### config.mk
export PLATFORM = sky130hd
export DESIGN_NAME = ewc_device_flat
export DESIGN_NICKNAME = d
export VERILOG_FILES = /design/src/core/ewc_pkg.sv /design/src/core/ewc_if.sv /design/src/core/ewc_device.sv /design/src/flat_wrapper.sv
export VERILOG_INCLUDE_DIRS = /design/src /design/src/core
export SDC_FILE = /design/constraint.sdc
export NUM_CORES = 1
export LEC_CHECK = 0
export BUFFER_PORTS_ARGS = -buffer_cell sky130_fd_sc_hd__buf_2
export CAP_MARGIN = 30
export CELL_PAD_IN_SITES_DETAIL_PLACEMENT = 1
export CELL_PAD_IN_SITES_GLOBAL_PLACEMENT = 1
export CORE_UTILIZATION = 45
export DETAILED_ROUTE_END_ITERATION = 16
export PLACE_DENSITY_LB_ADDON = 0.1
export SLEW_MARGIN = 0
export SYNTH_ARGS = -nofsm -noshare
export SYNTH_HDL_FRONTEND = slang
export SYNTH_SLANG_ARGS = --single-unit
### constraint.sdc
create_clock -name clk_i -period 8.3 [get_ports clk_i]
set_input_delay 1.245 -clock clk_i [delete_from_list [all_inputs] [get_ports clk_i]]
set_output_delay 1.245 -clock clk_i [all_outputs]
set_load 0.1 [all_outputs]
### src/core/ewc_map.svh
// register map, bit positions and command codes of the extended write handler
`ifndef EWC_MAP_SVH
`define EWC_MAP_SVH
`define EWC_CMD_WR_EXT 8'h35
`define EWC_CMD_WR_FUA 8'h3D
`define EWC_TF_ERR 4'h1
`define EWC_TF_SC 4'h2
`define EWC_TF_SN 4'h3
`define EWC_TF_CL 4'h4
`define EWC_TF_CH 4'h5
`define EWC_TF_DEVHD 4'h6
`define EWC_TF_CMD 4'h7
`define EWC_TF_DEVCTL 4'hE
`define EWC_TF_BASE 4'h2
`define EWC_DEVHD_LBA 8'h40
`define EWC_DC_HOB 7
`define EWC_DC_NIEN 1
`define EWC_ST_BSY 7
`define EWC_ST_RDY 6
`define EWC_ST_DF 5
`define EWC_ST_DSC 4
`define EWC_ST_DRQ 3
`define EWC_ST_ERR 0
`define EWC_ER_CRC 7
`define EWC_ER_UNC 6
`define EWC_ER_IDN 4
`define EWC_ER_ABT 2
`define EWC_CNT_ZERO_SECT 17'h10000
`define EWC_WB_CTRL 8'h00
`define EWC_WB_COUNT 8'h04
`define EWC_WB_LBA_LO 8'h08
`define EWC_WB_LBA_HI 8'h0C
`define EWC_WB_RESULT 8'h10
`define EWC_WB_IRQ_STAT 8'h14
`define EWC_WB_IRQ_CLR 8'h18
`define EWC_WB_IRQ_EN 8'h1C
`define EWC_CTRL_GO 0
`define EWC_CTRL_FUA 1
`define EWC_IRQ_DONE 0
`define EWC_IRQ_FAIL 1
`define EWC_SETUP_LAST 4'h9
`define EWC_RES_LAST 4'h3
`endif

### src/core/ewc_pkg.sv
// types shared by both ends of the extended write handler
package ewc_pkg;
    typedef enum logic [1:0] {
        EWC_D_IDLE = 2'h0,
        EWC_D_XFER = 2'h1,
        EWC_D_FLUSH = 2'h3,
        EWC_D_DONE = 2'h2
    } ewc_dev_state_t;
    typedef enum logic [1:0] {
        EWC_H_IDLE = 2'h0,
        EWC_H_SETUP = 2'h1,
        EWC_H_DMA = 2'h3,
        EWC_H_RESULT = 2'h2
    } ewc_host_state_t;
    typedef struct packed {
        ewc_dev_state_t state;
        logic [3:0][7:0] cur;
        logic [3:0][7:0] prev;
        logic high_order_select;
        logic nien;
        logic fua;
        logic [16:0] remain;
        logic [47:0] lba;
        logic [15:0] wcnt;
        logic [7:0] err;
        logic stat_err;
        logic intrq_pend;
        logic [7:0] rdata;
        logic [15:0] med_data;
        logic med_valid;
        logic flush_req;
    } ewc_dev_regs_t;
    typedef struct packed {
        ewc_host_state_t state;
        logic [3:0] step;
        logic fua;
        logic [15:0] count;
        logic [47:0] lba;
        logic tf_wr;
        logic tf_rd;
        logic [3:0] tf_addr;
        logic [7:0] tf_wdata;
        logic [7:0] dev_status;
        logic [7:0] dev_error;
        logic [1:0] irq_stat;
        logic [1:0] irq_en;
        logic ack;
        logic [31:0] dat;
    } ewc_host_regs_t;
endpackage

### src/core/ewc_if.sv
// taskfile, slave dma and interrupt wires between controller and drive
`timescale 1ns/1ps
interface ewc_if;
    logic tf_wr;
    logic tf_rd;
    logic [3:0] tf_addr;
    logic [7:0] tf_wdata;
    logic [7:0] tf_rdata;
    logic dmarq;
    logic dma_wr;
    logic [15:0] dma_data;
    logic intrq;
    modport dev (input tf_wr, tf_rd, tf_addr, tf_wdata, dma_wr, dma_data,
                 output tf_rdata, dmarq, intrq);
    modport host (output tf_wr, tf_rd, tf_addr, tf_wdata, dma_wr, dma_data,
                  input tf_rdata, dmarq, intrq);
endinterface

### src/core/ewc_device.sv
// drive end: taskfile, extended dma write execution and media hand-off
//
// Overview of operation
// RQ1: command 3D is forced-unit-access extended write
// RQ2: command 35 is plain extended dma write
// RQ3: forced write commits media before ending status
// RQ4: sector data moves as 16-bit words
// RQ5: host prepares dma channel before command
// RQ6: words move only while dma request high
// RQ7: one interrupt per command, after status
// RQ8: unrecoverable error stops at failing sector
// RQ9: sector count previous byte is high
// RQ10: zero sector count means 65536 sectors
// RQ11: address bytes current low, previous high
// RQ12: failing address read back through high select
// RQ13: host writes previous byte, current, command last
// RQ14: busy and fault clear; error causes flagged
`timescale 1ns/1ps
`include "ewc_map.svh"
module ewc_device #(
    parameter int WORDS_PER_SECTOR = 256,
    parameter logic [47:0] MAX_LBA = 48'h0000_FFFF_FFFF
) (
    input wire logic clk_i,
    input wire logic rst_i,
    ewc_if.dev link,
    input wire logic cache_en_i,
    input wire logic med_err_i,
    input wire logic crc_err_i,
    input wire logic flush_done_i,
    output logic [15:0] med_data_o,
    output logic med_valid_o,
    output logic [47:0] med_lba_o,
    output logic flush_req_o,
    output logic busy_o
);
    import ewc_pkg::*;

    localparam logic [15:0] LAST_WORD = 16'(WORDS_PER_SECTOR - 1);

    ewc_dev_regs_t regs_ff;
    ewc_dev_regs_t nxt_regs;

    // maps a paired taskfile address onto its byte slot
    function automatic logic [1:0] ewc_slot(input logic [3:0] addr);
        logic [3:0] d;
        d = addr - `EWC_TF_BASE;
        return d[1:0];
    endfunction

    function automatic logic ewc_paired(input logic [3:0] addr);
        return addr >= `EWC_TF_SC && addr <= `EWC_TF_CH;
    endfunction

    // status byte built from live state
    function automatic logic [7:0] ewc_status(input ewc_dev_regs_t r);
        logic [7:0] s;
        s = 8'h00;
        s[`EWC_ST_BSY] = r.state != EWC_D_IDLE; // RQ14
        s[`EWC_ST_RDY] = 1'b1;
        s[`EWC_ST_DF] = 1'b0; // RQ14
        s[`EWC_ST_DSC] = 1'b1;
        s[`EWC_ST_DRQ] = r.state == EWC_D_XFER;
        s[`EWC_ST_ERR] = r.stat_err;
        return s;
    endfunction

    // next-state logic for the whole drive end
    always_comb
    begin
        logic [3:0] a;
        logic [1:0] k;
        logic [48:0] last;
        logic [47:0] rep;
        logic [16:0] cnt;
        a = link.tf_addr;
        k = ewc_slot(link.tf_addr);
        last = 49'h0;
        rep = 48'h0;
        cnt = 17'h0;
        nxt_regs = regs_ff;
        nxt_regs.med_valid = 1'b0;

        // register reads: answer one cycle after the strobe
        if (link.tf_rd)
        begin
            if (ewc_paired(a))
            begin
                nxt_regs.rdata = regs_ff.high_order_select ? regs_ff.prev[k] : regs_ff.cur[k]; // RQ12
            end
            else if (a == `EWC_TF_ERR)
            begin
                nxt_regs.rdata = regs_ff.err;
            end
            else if (a == `EWC_TF_CMD)
            begin
                nxt_regs.rdata = ewc_status(regs_ff);
                nxt_regs.intrq_pend = 1'b0; // reading status acknowledges the interrupt
            end
            else if (a == `EWC_TF_DEVCTL)
            begin
                nxt_regs.rdata = ewc_status(regs_ff);
            end
            else
            begin
                nxt_regs.rdata = 8'h00;
            end
        end

        // device control is taken at any time
        if (link.tf_wr && a == `EWC_TF_DEVCTL)
        begin
            nxt_regs.high_order_select = link.tf_wdata[`EWC_DC_HOB];
            nxt_regs.nien = link.tf_wdata[`EWC_DC_NIEN];
        end

        case (regs_ff.state)
            EWC_D_IDLE:
            begin
                // each paired write pushes the older byte into previous
                if (link.tf_wr && ewc_paired(a))
                begin
                    nxt_regs.prev[k] = regs_ff.cur[k]; // RQ9 RQ11 RQ13
                    nxt_regs.cur[k] = link.tf_wdata;
                    nxt_regs.high_order_select = 1'b0;
                end
                else if (link.tf_wr && a == `EWC_TF_CMD)
                begin
                    nxt_regs.err = 8'h00;
                    nxt_regs.stat_err = 1'b0;
                    nxt_regs.intrq_pend = 1'b0;
                    nxt_regs.high_order_select = 1'b0;
                    nxt_regs.wcnt = 16'h0000;
                    nxt_regs.lba = {regs_ff.prev[3], regs_ff.prev[2], regs_ff.prev[1],
                                    regs_ff.cur[3], regs_ff.cur[2], regs_ff.cur[1]}; // RQ11
                    cnt = {1'b0, regs_ff.prev[0], regs_ff.cur[0]}; // RQ9
                    if (cnt == 17'h0)
                    begin
                        cnt = `EWC_CNT_ZERO_SECT; // RQ10
                    end
                    nxt_regs.remain = cnt;
                    nxt_regs.fua = link.tf_wdata == `EWC_CMD_WR_FUA; // RQ1
                    last = {1'b0, nxt_regs.lba} + {32'h0, cnt} - 49'h1;
                    if (link.tf_wdata != `EWC_CMD_WR_FUA && link.tf_wdata != `EWC_CMD_WR_EXT) // RQ1 RQ2
                    begin
                        nxt_regs.err[`EWC_ER_ABT] = 1'b1; // RQ14
                        nxt_regs.stat_err = 1'b1;
                        nxt_regs.state = EWC_D_DONE;
                    end
                    else if (last > {1'b0, MAX_LBA})
                    begin
                        nxt_regs.err[`EWC_ER_IDN] = 1'b1; // RQ14
                        nxt_regs.stat_err = 1'b1;
                        nxt_regs.state = EWC_D_DONE;
                    end
                    else
                    begin
                        nxt_regs.state = EWC_D_XFER; // RQ5
                    end
                end
            end
            EWC_D_XFER:
            begin
                if (crc_err_i)
                begin
                    nxt_regs.err[`EWC_ER_CRC] = 1'b1; // RQ14
                    nxt_regs.err[`EWC_ER_ABT] = 1'b1;
                    nxt_regs.stat_err = 1'b1;
                    nxt_regs.state = EWC_D_DONE;
                end
                else if (med_err_i)
                begin
                    // stop here; lba still names the failing sector
                    nxt_regs.err[`EWC_ER_ABT] = 1'b1; // RQ8
                    nxt_regs.stat_err = 1'b1;
                    nxt_regs.state = EWC_D_DONE;
                end
                else if (link.dma_wr)
                begin
                    nxt_regs.med_data = link.dma_data; // RQ4 RQ6
                    nxt_regs.med_valid = 1'b1;
                    if (regs_ff.wcnt == LAST_WORD)
                    begin
                        nxt_regs.wcnt = 16'h0000;
                        nxt_regs.lba = regs_ff.lba + 48'h1;
                        nxt_regs.remain = regs_ff.remain - 17'h1;
                        if (regs_ff.remain == 17'h1)
                        begin
                            // forced unit access always waits for the media
                            if (regs_ff.fua || !cache_en_i) // RQ3
                            begin
                                nxt_regs.state = EWC_D_FLUSH;
                            end
                            else
                            begin
                                nxt_regs.state = EWC_D_DONE;
                            end
                        end
                    end
                    else
                    begin
                        nxt_regs.wcnt = regs_ff.wcnt + 16'h1;
                    end
                end
            end
            EWC_D_FLUSH:
            begin
                nxt_regs.flush_req = 1'b1;
                if (flush_done_i)
                begin
                    nxt_regs.flush_req = 1'b0; // RQ3
                    nxt_regs.state = EWC_D_DONE;
                end
            end
            EWC_D_DONE:
            begin
                // report failing sector on error, last written one otherwise
                rep = regs_ff.stat_err ? regs_ff.lba : regs_ff.lba - 48'h1; // RQ12
                nxt_regs.cur[1] = rep[7:0];
                nxt_regs.cur[2] = rep[15:8];
                nxt_regs.cur[3] = rep[23:16];
                nxt_regs.prev[1] = rep[31:24];
                nxt_regs.prev[2] = rep[39:32];
                nxt_regs.prev[3] = rep[47:40];
                nxt_regs.intrq_pend = 1'b1; // RQ7
                nxt_regs.state = EWC_D_IDLE;
            end
            default:
            begin
                nxt_regs.state = EWC_D_IDLE;
            end
        endcase
    end

    // state register
    always_ff @(posedge clk_i)
    begin
        if (rst_i)
        begin
            regs_ff <= '0;
        end
        else
        begin
            regs_ff <= nxt_regs;
        end
    end

    // link and user outputs
    assign link.tf_rdata = regs_ff.rdata;
    assign link.dmarq = regs_ff.state == EWC_D_XFER; // RQ6
    assign link.intrq = regs_ff.intrq_pend && !regs_ff.nien; // RQ7
    assign med_data_o = regs_ff.med_data;
    assign med_valid_o = regs_ff.med_valid;
    assign med_lba_o = regs_ff.lba;
    assign flush_req_o = regs_ff.flush_req;
    assign busy_o = regs_ff.state != EWC_D_IDLE;
endmodule // ewc_device

### src/flat_wrapper.sv
// flat-port wrapper written by rule: the top's interface ports become plain ports
module ewc_device_flat import ewc_pkg::*;
#(
    parameter int WORDS_PER_SECTOR = 256,
    parameter logic [47:0] MAX_LBA = 48'h0000_FFFF_FFFF
)
  (clk_i, rst_i, cache_en_i, med_err_i, crc_err_i, flush_done_i, med_data_o, med_valid_o, med_lba_o, flush_req_o, busy_o, link_tf_wr, link_tf_rd, link_tf_addr, link_tf_wdata, link_dma_wr, link_dma_data, link_tf_rdata, link_dmarq, link_intrq);
  ewc_if link_i ();
  input wire logic clk_i;
  input wire logic rst_i;
  input wire logic cache_en_i;
  input wire logic med_err_i;
  input wire logic crc_err_i;
  input wire logic flush_done_i;
  output logic [15:0] med_data_o;
  output logic med_valid_o;
  output logic [47:0] med_lba_o;
  output logic flush_req_o;
  output logic busy_o;
  input wire logic [$bits(link_i.tf_wr)-1:0] link_tf_wr;
  input wire logic [$bits(link_i.tf_rd)-1:0] link_tf_rd;
  input wire logic [$bits(link_i.tf_addr)-1:0] link_tf_addr;
  input wire logic [$bits(link_i.tf_wdata)-1:0] link_tf_wdata;
  input wire logic [$bits(link_i.dma_wr)-1:0] link_dma_wr;
  input wire logic [$bits(link_i.dma_data)-1:0] link_dma_data;
  output wire logic [$bits(link_i.tf_rdata)-1:0] link_tf_rdata;
  output wire logic [$bits(link_i.dmarq)-1:0] link_dmarq;
  output wire logic [$bits(link_i.intrq)-1:0] link_intrq;
  assign link_i.tf_wr = link_tf_wr;
  assign link_i.tf_rd = link_tf_rd;
  assign link_i.tf_addr = link_tf_addr;
  assign link_i.tf_wdata = link_tf_wdata;
  assign link_i.dma_wr = link_dma_wr;
  assign link_i.dma_data = link_dma_data;
  assign link_tf_rdata = link_i.tf_rdata;
  assign link_dmarq = link_i.dmarq;
  assign link_intrq = link_i.intrq;
  ewc_device #(.WORDS_PER_SECTOR(WORDS_PER_SECTOR), .MAX_LBA(MAX_LBA)) u_core (.clk_i(clk_i), .rst_i(rst_i), .link(link_i), .cache_en_i(cache_en_i), .med_err_i(med_err_i), .crc_err_i(crc_err_i), .flush_done_i(flush_done_i), .med_data_o(med_data_o), .med_valid_o(med_valid_o), .med_lba_o(med_lba_o), .flush_req_o(flush_req_o), .busy_o(busy_o));
endmodule
==> results of run 1 <==
-- power groups by stage --
stage / Combinational, uW / Sequential, uW / Clock (uW)
2_1_floorplan: 457 / 910 / 0
3_3_place_gp: 581 / 926 / 0
3_5_place_dp: 596 / 926 / 0
4_1_cts: 599 / 906 / 879
5_1_grt: 659 / 908 / 912
6_report: 604 / 908 / 871
-- layout by cell type, fill, tap and decap left out, drive strengths merged, types with 10 or more instances in the layout --
cell    instances
a221oi         29
mux4           16
xnor2          42
nor2          224
and3           18
nand2b         13
o32ai          13
nand4          32
a311oi         14
a22oi          31
nor4           32
mux2           10
inv           121
a21o           13
o221ai         19
a31oi          17
clkbuf         21
dfxtp         181
or4            11
o21ai          97
a21oi         143
mux2i          24
nor3           66
nand3          55
o211ai         14
xor2           42
ha             69
o21a           15
buf           128
a211oi         41
nand2         194
-- final cells by class --
| type | count | area (sq um) |
|---|---|---|
| Antenna cell | 1 | 2.50 |
| Clock buffer | 21 | 480 |
| Clock inverter | 11 | 136 |
| Fill cell | 3883 | 15900 |
| Inverter | 116 | 435 |
| Multi-Input combinational cell | 1405 | 9010 |
| Sequential cell | 181 | 3620 |
| Tap cell | 396 | 495 |
| Timing Repair Buffer | 128 | 692 |
-- worst paths after layout --
path / to
max reg2reg: u_core.regs_ff[185]
max: u_core.regs_ff[185]
min reg2reg: u_core.med_data_o[2]
min: u_core.med_data_o[2]
-- per-layer routing --
layer  share of wire (%)  wire (um)  up-vias
met5                0.13         71        -
met4                 2.8       1490        2
met3                 7.3       3860       97
met2                  45      23700      518
met1                  45      24000     7143
li1                    -          -     6653
-- cells by family after synthesis --
logic type	count (synthesis)	share of synthesized area (%)
flip-flops	181	25.7
AND/OR/NAND/NOR	707	24.4
buffers and inverters	316	10.6
XOR/XNOR	84	5.21
multiplexers	50	5.05
AO/OA/AOI/OAI	494	22.8
adder cells (fa/ha/maj)	70	6.26
-- worst max-delay path: stages (launching register included) --
cell and delay (ns):
dfxtp_1 0.36, nor4_1 0.41, nand4_1 0.28, ha_1 0.38, inv_1 0.05, ha_1 0.33
nand2_1 0.12, nor3_1 0.36, nand4_1 0.14, o221ai_1 0.23, mux2_2 0.36, o2111ai_1 0.15
and3_1 0.20, nand4_1 0.08, nor4_1 0.90, o32ai_1 0.23
-- flip-flops by register name (all words and copies together) (netlist names) --
signal                flops
u_core.flush_req_o        1
u_core.link.tf_rdata      8
u_core.med_data_o        16
u_core.med_lba_o         48
u_core.med_valid_o        1
u_core.regs_ff          107
-- stage by stage --
stage	std cells	instance area [sq um]	total power, uW	util (%)	worst slack (ns)
floorplan	1902	14100	1370	-	4.88
global placement	2224	14200	1510	46.3	3.69
detailed placement	2226	14300	1520	46.4	3.62
CTS	2258	14900	2380	48.4	3.58
global route	2258	14900	2480	48.4	3.37
finish	2259	14900	2380	48.4	3.54
==> results by group, run 1 <==
Logic synthesis
  • Syn nets: 2009
  • Most frequent cell after synthesis: nor2_1
  • Synth warn: 0
  • Synth cell types: 78
  • Mean post-synth cell area: 7.42 sq um
  • Cell area after synthesis: 14100 sq um
  • Top post-synthesis cells by area: dfxtp_1 (26%), ha_1 (6.1%), nor2_1 (5.9%)
  • Post-synth EDFFs: 0
  • Top cell type by total area after synthesis: dfxtp_1
  • Post-synth top area share: 25.7%
  • Register area share after synthesis: 25.7%
  • Ys async rst share: 0%
  • Main synth FF type: dfxtp_1
  • Post-Synthesis Cells: 1902
  • Synth Register Bits: 181
  • Top cells by count, synth: nor2_1 (222), nand2_1 (193), dfxtp_1 (181)

Routing
  • DRC Markers: 0
  • Via count: 14.4k
  • DRT antenna net count: 0
  • Iteration-0 DRC Markers: 1167
  • Total Wirelength: 53200 um
  • Drt pass-1 iters: 6
  • Drt via density: 6.38
  • DR WL/cell: 23.5 um

Setup path
  • CP Launch Type: flop
  • CP Data Required Time: 8.57 ns
  • Crit path DAT: 5.03 ns
  • Reg2reg start: u_core.regs_ff[157]
  • Worst r2r path cells: 15
  • Critical Setup Path Class: flop to flop
  • Crit end category: flop
  • R2r setup slk: 3.54 ns
  • Crit path from: u_core.regs_ff[157]
  • Crit path max fanout: 5

Floorplanning
  • Die area: 32100 sq um
  • I/O pin cnt: 114
  • Core ar.: 30700 sq um
  • DIE WIDTH: 179 um
  • Die Y: 179 um
  • # rows: 64
  • Starting Density: 45.9%

Clock tree
  • Clock Sinks: 181
  • Clk_lat worst skew: 0.45 ns
  • CTS Buffer Depth: 2
  • H-tree levels: 4
  • TritonCTS buffer count: 17
  • Post-CTS Setup Bufs: 0
  • CTS tree: done
  • CTS Root Cell: clkbuf_16
  • CTS resizes: 0
  • # hold bufs at CTS: 0
  • Clk pin slew, worst setup/hold paths: 0.08 ns

Layout
  • Proportion of layout cells with a drive suffix above 1: 11.9%
  • Syn-to-layout area delta: 5.38%
  • Nets@finish: 1956

Power and ir drop
  • Leakage: 0.00595 uW
  • Pwr/cell area: 160 nW/um^2
  • Flop pwr share: 38.1%
  • Switch Pwr: 796 uW
  • VDD IR max: 0.165 mV
  • Comb power frac: 25.3%
  • Cell Int Power: 1590 uW
  • Sw Share: 33.4%
  • Clk network pwr share: 36.5%

Job
  • Max-cap violations: 0

Timing
  • Final Max Tran Viols: 0
  • Fin crit share: 57.3%
  • Hold Vio Cnt, Final: 0
  • Unrepaired setup endpoints after global routing: no
  • Setup Skew: 0.0222 ns
  • FMAX: 210 MHz
  • Relative slew slack: 29.5%
  • Fin crit period: 4.76 ns
  • Final Setup Violations: 0
  • Slew @ Worst Pin: 1.05 ns
  • TNS Setup: 0 ns
  • Hold WS: 0.453 ns

GRT
  • Gr usage total: 33.1%
  • Initial antenna violation count: 0
  • Met2 global-route usage: 51.3%
  • M3 GR Usage: 6.21%
  • Global-route wire length before repair: 80700 um
  • GRT Residual Overflow: 0
  • Vias in the first global route: 13.6k
  • GRT busiest layer: met2
  • GRT met1 Usage: 45.7%
  • Largest net degree at the start of global routing: 90

Hold path
  • Hold path depth: 2
  • Hold path start: u_core.med_data_o[2]
  • HP Class: flop to flop

Status
  • Outcome: finished, final reports clean

Placement
  • Port Buffers: 113
  • Placer congestion estimate: 0.922
  • Post-DP HPWL: 40400 um
Note: power is estimated with default switching activity, not from simulation.
==> run 2: changes to the inputs <==
==> constraint.sdc (replaced) <==
create_clock -name clk_i -period 4.53 [get_ports clk_i]
set_input_delay 0.6795 -clock clk_i [delete_from_list [all_inputs] [get_ports clk_i]]
set_output_delay 0.6795 -clock clk_i [all_outputs]
set_load 0.1 [all_outputs]
==> run 2 against run 1 <==
- maximum frequency grew 13%
- critical path depth grew 1
- global-route usage grew 1.4 points
- wire length grew 4.0%
- total power grew 86%
- count of clock-buffer cells in the layout shrank 3
- cell count grew 0.75%
- sequential share of layout area shrank 0.29 points
- critical path type unchanged
- sequential power grew 83%
- register-to-register slack lost 3.2 ns
==> results by group, run 2 (synthesis gave the netlist of run 1 again) <==
GRT
  • Vias in the first global route: 13.9k
  • GRT Residual Overflow: 0
  • Initial antenna violation count: 3
  • Global-route wire length before repair: 83700 um
  • Largest net degree at the start of global routing: 123
  • Gr usage total: 34.5%

Clock tree
  • Clk pin slew, worst setup/hold paths: 0.08 ns
  • Post-CTS Setup Bufs: 0
  • CTS tree: done
  • H-tree levels: 4
  • Clock Sinks: 181
  • CTS Buffer Depth: 2
  • TritonCTS buffer count: 17
  • Clk_lat worst skew: 0.46 ns
  • CTS resizes: 0
  • # hold bufs at CTS: 0
  • CTS Root Cell: clkbuf_16

Placement
  • Dpl cells: 2244
  • Port Buffers: 113
  • Placer congestion estimate: 0.923
  • Post-DP HPWL: 41600 um

Timing
  • Hold WS: 0.451 ns
  • Setup Skew: 0.0164 ns
  • Fin crit period: 4.21 ns
  • Slew @ Worst Pin: 1.05 ns
  • Final Setup Violations: 0
  • Final Max Tran Viols: 0
  • Hold Vio Cnt, Final: 0
  • Unrepaired setup endpoints after global routing: no
  • Fin crit share: 93.0%
  • TNS Setup: 0 ns
  • Relative slew slack: 30.2%
  • FMAX: 237 MHz

Layout
  • Proportion of layout cells with a drive suffix above 1: 12.9%
  • Fillers: 3891
  • Largest Register: u_core.regs_ff
  • Storage element area: 3620 sq um
  • Nets@finish: 1974
  • Most frequent cells in the layout: nor2_1 (219), nand2_1 (193), dfxtp_1 (181)
  • Layout Cells excl Fill: 2276
  • Most common cell after layout, fill and taps aside: nor2_1
  • Multi-input gate area: 9040 sq um
  • Syn-to-layout area delta: 6.66%
  • Antenna Diode Count: 0
  • Number of flip-flops in the largest register: 107

Setup path
  • Critical path endpoint: u_core.regs_ff[185]
  • Critical Setup Path Class: flop to flop
  • Crit path max fanout: 5
  • CP Launch Type: flop
  • Reg2reg start: u_core.regs_ff[159]
  • Crit end category: flop
  • Crit path from: u_core.regs_ff[159]
  • CP Data Required Time: 4.84 ns
  • Capture point of the worst reg-to-reg path: u_core.regs_ff[185]
  • Worst r2r path cells: 16
  • Crit path DAT: 4.53 ns
  • R2r setup slk: 0.32 ns

Floorplanning
  • Starting Density: 45.9%
  • Core ar.: 30700 sq um
  • I/O pin cnt: 114
  • Die Y: 179 um
  • Die area: 32100 sq um
  • DIE WIDTH: 179 um
  • # rows: 64

Routing
  • Via count: 14.6k
  • Total Wirelength: 55300 um
  • DR WL/cell: 24.3 um
  • Drt via density: 6.40
  • Iteration-0 DRC Markers: 1347
  • Drt pass-1 iters: 5
  • DRT antenna net count: 0
  • DRC Markers: 0

Power and ir drop
  • Pwr/cell area: 295 nW/um^2
  • Total power: 4440 uW
  • Leakage: 0.00606 uW
  • VDD IR max: 0.300 mV

Status
  • Outcome: finished, final reports clean

Hold path
  • HP Class: input port to flop

Job
  • Max-cap violations: 0
## run 2: changes by cell type in the layout (fill, tap and decap cells not counted), moves of 2 or more
cell,change
buf_4,+18
clkbuf_8,-3
inv_8,+2
nor4_1,-2
## run 2: critical path: stages (launching register included)
cell      delay, ns
dfxtp_1        0.36
nor4_1         0.38
nand4_1        0.26
ha_1           0.36
inv_1          0.04
ha_1           0.32
a21oi_1        0.22
o21ai_0        0.10
a21o_1         0.18
a21oi_1        0.22
o211ai_1       0.22
or3b_1         0.40
a21oi_1        0.16
nand4_1        0.16
nor4_4         0.40
buf_4          0.19
o32ai_1        0.08
## run 2: per-layer routing
metal,vias up,track usage [%],part of all wire (%)
met3,91,4.58,7.3
met4,6,10.5,2.6
met5,-,0,0.072
li1,6688,-,-
met1,7234,49.4,45
met2,557,53.3,45
## run 2: power by group
part           leakage [uW]  switching [uW]  total, uW  internal, uW
Combinational       0.00429             714       1130           416
Sequential          0.00146            47.5       1660          1610
Clock              0.000304             750       1650           903
Total               0.00606            1510       4440          2930
## run 2: worst min path at each step
stage	endpoint	depth (start not counted)	slack, ns	start
finish	u_core.flush_req_o	2	0.45	flush_done_i
global route	u_core.flush_req_o	2	0.46	flush_done_i
CTS	u_core.flush_req_o	2	0.44	flush_done_i
detailed placement	u_core.med_data_o[12]	2	0.45	u_core.med_data_o[12]
global placement	u_core.regs_ff[117]	2	0.44	u_core.regs_ff[117]
floorplan	u_core.regs_ff[117]	2	0.43	u_core.regs_ff[117]
## run 2: metrics by stage
stage | utilization, % | setup slack (ns) | cell area [sq um]
global placement | 46.8 | 0.175 | 14400
CTS | 48.9 | 0.104 | 15000
global route | 49.0 | 0.0256 | 15100
floorplan | - | 1.14 | 14100
detailed placement | 46.8 | 0.153 | 14400
finish | 49.0 | 0.316 | 15100
## run 2: layout make-up
cell class | instances | share of cell area, %
well taps | 396 | 3.29
clock buffers | 18 | 2.92
multi-input cells | 1405 | 60.1
flip-flops and latches | 181 | 24.1
clock inverters | 14 | 1.25
repair buffers | 146 | 5.53
inverters | 116 | 2.89
==> run 3: changes to the inputs <==
--- a/config.mk
+++ b/config.mk
@@ -12,7 +12,7 @@
 export CELL_PAD_IN_SITES_GLOBAL_PLACEMENT = 1
 export CORE_UTILIZATION = 45
 export DETAILED_ROUTE_END_ITERATION = 16
-export PLACE_DENSITY_LB_ADDON = 0.1
+export PLACE_DENSITY = 0.89
 export SLEW_MARGIN = 0
 export SYNTH_ARGS = -nofsm -noshare
 export SYNTH_HDL_FRONTEND = slang
==> run 3 against run 2 <==
- clock power fell by 4%
- utilization fell by 0.27 points
- total power fell by 1.2%
- critical path depth did not move
- via count rose by 3.7%
- maximum frequency fell by 1.6%
- sequential cell count did not move
- combinational power barely moved
- first-iteration DRC count rose by 21%
==> results by group, run 3 (synthesis gave the netlist of run 1 again) <==
Routing
  • Total Wirelength: 56200 um
  • DRT antenna net count: 0
  • Drt via density: 6.66
  • DR WL/cell: 24.8 um
  • DRC Markers: 0
  • Via count: 15.1k
  • Drt pass-1 iters: 5
  • Iteration-0 DRC Markers: 1631

Layout
  • Largest Register: u_core.regs_ff
  • Fillers: 3923
  • Number of flip-flops in the largest register: 107
  • Final core occ: 48.7%
  • Antenna Diode Count: 0
  • Syn-to-layout area delta: 6.06%
  • Nets@finish: 1969
  • Proportion of layout cells with a drive suffix above 1: 12.4%
  • Most common cell after layout, fill and taps aside: nor2_1
  • Most frequent cells in the layout: nor2_1 (219), nand2_1 (193), dfxtp_1 (181)

Setup path
  • Crit path max fanout: 5
  • CP Launch Type: flop
  • CP Data Required Time: 4.85 ns
  • Critical path's largest stage delay: 0.48 ns
  • Crit path buffers/inverters: 2
  • Crit path DAT: 4.60 ns
  • Critical Path, Cell by Cell: nor4_1 -> nand4_1 -> ha_1 -> inv_1 -> ha_1 -> nand2_1 -> nor3_1 -> nand4_1 -> o221ai_1 -> mux2_2 -> o2111ai_1 -> and3_1 -> nand4_1 -> nor4_1 -> buf_4 -> o32ai_1
  • Crit end category: flop
  • Critical Setup Path Class: flop to flop
  • Cell repeated most along the worst path: nand4_1
  • Top cell family by delay on the critical path: simple AND/OR/NAND/NOR gates
  • Crit path max-delay cell type: nor4_1

Clock tree
  • # hold bufs at CTS: 0
  • CTS tree: done
  • TritonCTS buffer count: 17
  • CTS Buffer Depth: 2
  • H-tree levels: 4
  • Clk pin slew, worst setup/hold paths: 0.07 ns
  • Clock Sinks: 181
  • CTS Root Cell: clkbuf_16
  • Clk_lat worst skew: 0.45 ns
  • Post-CTS Setup Bufs: 0
  • CTS resizes: 0

Timing
  • Final Setup Violations: 0
  • FMAX: 233 MHz
  • Relative slew slack: 28.7%
  • Setup Skew: 0.00848 ns
  • Final Max Tran Viols: 0
  • TNS Setup: 0 ns
  • Hold Vio Cnt, Final: 0
  • Fin crit period: 4.28 ns
  • Fin crit share: 94.6%
  • Slew @ Worst Pin: 1.07 ns
  • Unrepaired setup endpoints after global routing: no

Status
  • Outcome: finished, final reports clean

Floorplanning
  • I/O pin cnt: 114
  • # rows: 64
  • DIE WIDTH: 179 um
  • Die area: 32100 sq um
  • Core ar.: 30700 sq um
  • Starting Density: 45.9%
  • Die Y: 179 um

GRT
  • Gr usage total: 35.0%
  • Initial antenna violation count: 2
  • Global-route wire length before repair: 85600 um
  • GRT Residual Overflow: 0
  • Largest net degree at the start of global routing: 88
  • Vias in the first global route: 14.5k

Job
  • Max-cap violations: 0

Power and ir drop
  • Pwr/cell area: 293 nW/um^2
  • VDD IR max: 0.243 mV
  • Total power: 4390 uW
  • Leakage: 0.00600 uW

Hold path
  • HP Class: flop to flop

Placement
  • Port Buffers: 113
  • Post-DP HPWL: 41100 um
  • Placer congestion estimate: 0.955
[run 3: changes by cell type in the layout (fill, tap and decap cells not counted), moves of 2 or more]
cell      delta
buf_4        -5
clkinv_4     +2
inv_8        -3
nor4_1       +2
[run 3: cell type report]
class | count | area [sq um] | area share (%)
Timing Repair Buffer | 141 | 803 | 5.36
Sequential cell | 181 | 3620 | 24.2
Clock buffer | 18 | 429 | 2.87
Clock inverter | 14 | 175 | 1.17
Multi-Input combinational cell | 1405 | 9010 | 60.2
Tap cell | 396 | 495 | 3.31
Inverter | 116 | 435 | 2.91
[run 3: through the flow]
| step | setup slack, ns | hold slack [ns] | instances | cell area, sq um |
|---|---|---|---|---|
| 2_1_floorplan | 1.14 | 0.427 | 1902 | 14100 |
| 3_3_place_gp | 0.525 | 0.435 | 2239 | 14400 |
| 3_5_place_dp | 0.370 | 0.445 | 2239 | 14400 |
| 4_1_cts | 0.323 | 0.455 | 2271 | 15000 |
| 5_1_grt | 0.0929 | 0.468 | 2271 | 15000 |
| 6_report | 0.247 | 0.454 | 2271 | 15000 |
[run 3: power by group]
part           switching [uW]  total, uW  internal [uW]
Clock                     713       1590            874
Combinational             726       1140            414
Sequential               50.0       1660           1610
Total                    1490       4390           2900
[run 3: worst paths after layout]
kind         slack (ns)  cells past startpoint                   from               endpoint
max                0.25                     16    u_core.regs_ff[123]    u_core.regs_ff[185]
min                0.45                      2  u_core.med_data_o[15]  u_core.med_data_o[15]
max reg2reg        0.25                     16    u_core.regs_ff[123]    u_core.regs_ff[185]
min reg2reg        0.45                      2  u_core.med_data_o[15]  u_core.med_data_o[15]
[run 3: tightest hold or removal path, delay by kind of cell (launching register included)]
family             cells  cell delay, ns
DFF                    1            0.31
and+or+nand+nor        1            0.05
AOI/OAI and AO/OA      1            0.05
[run 3: routing by layer]
| metal | share of wire, % | vias to the layer above | track usage (%) |
|---|---|---|---|
| met1 | 41 | 7508 | 45.5 |
| met2 | 46 | 753 | 55.4 |
| met3 | 9.3 | 178 | 6.76 |
| met5 | 0 | - | 0.321 |
| li1 | - | 6676 | - |
| met4 | 4.5 | 0 | 17.0 |
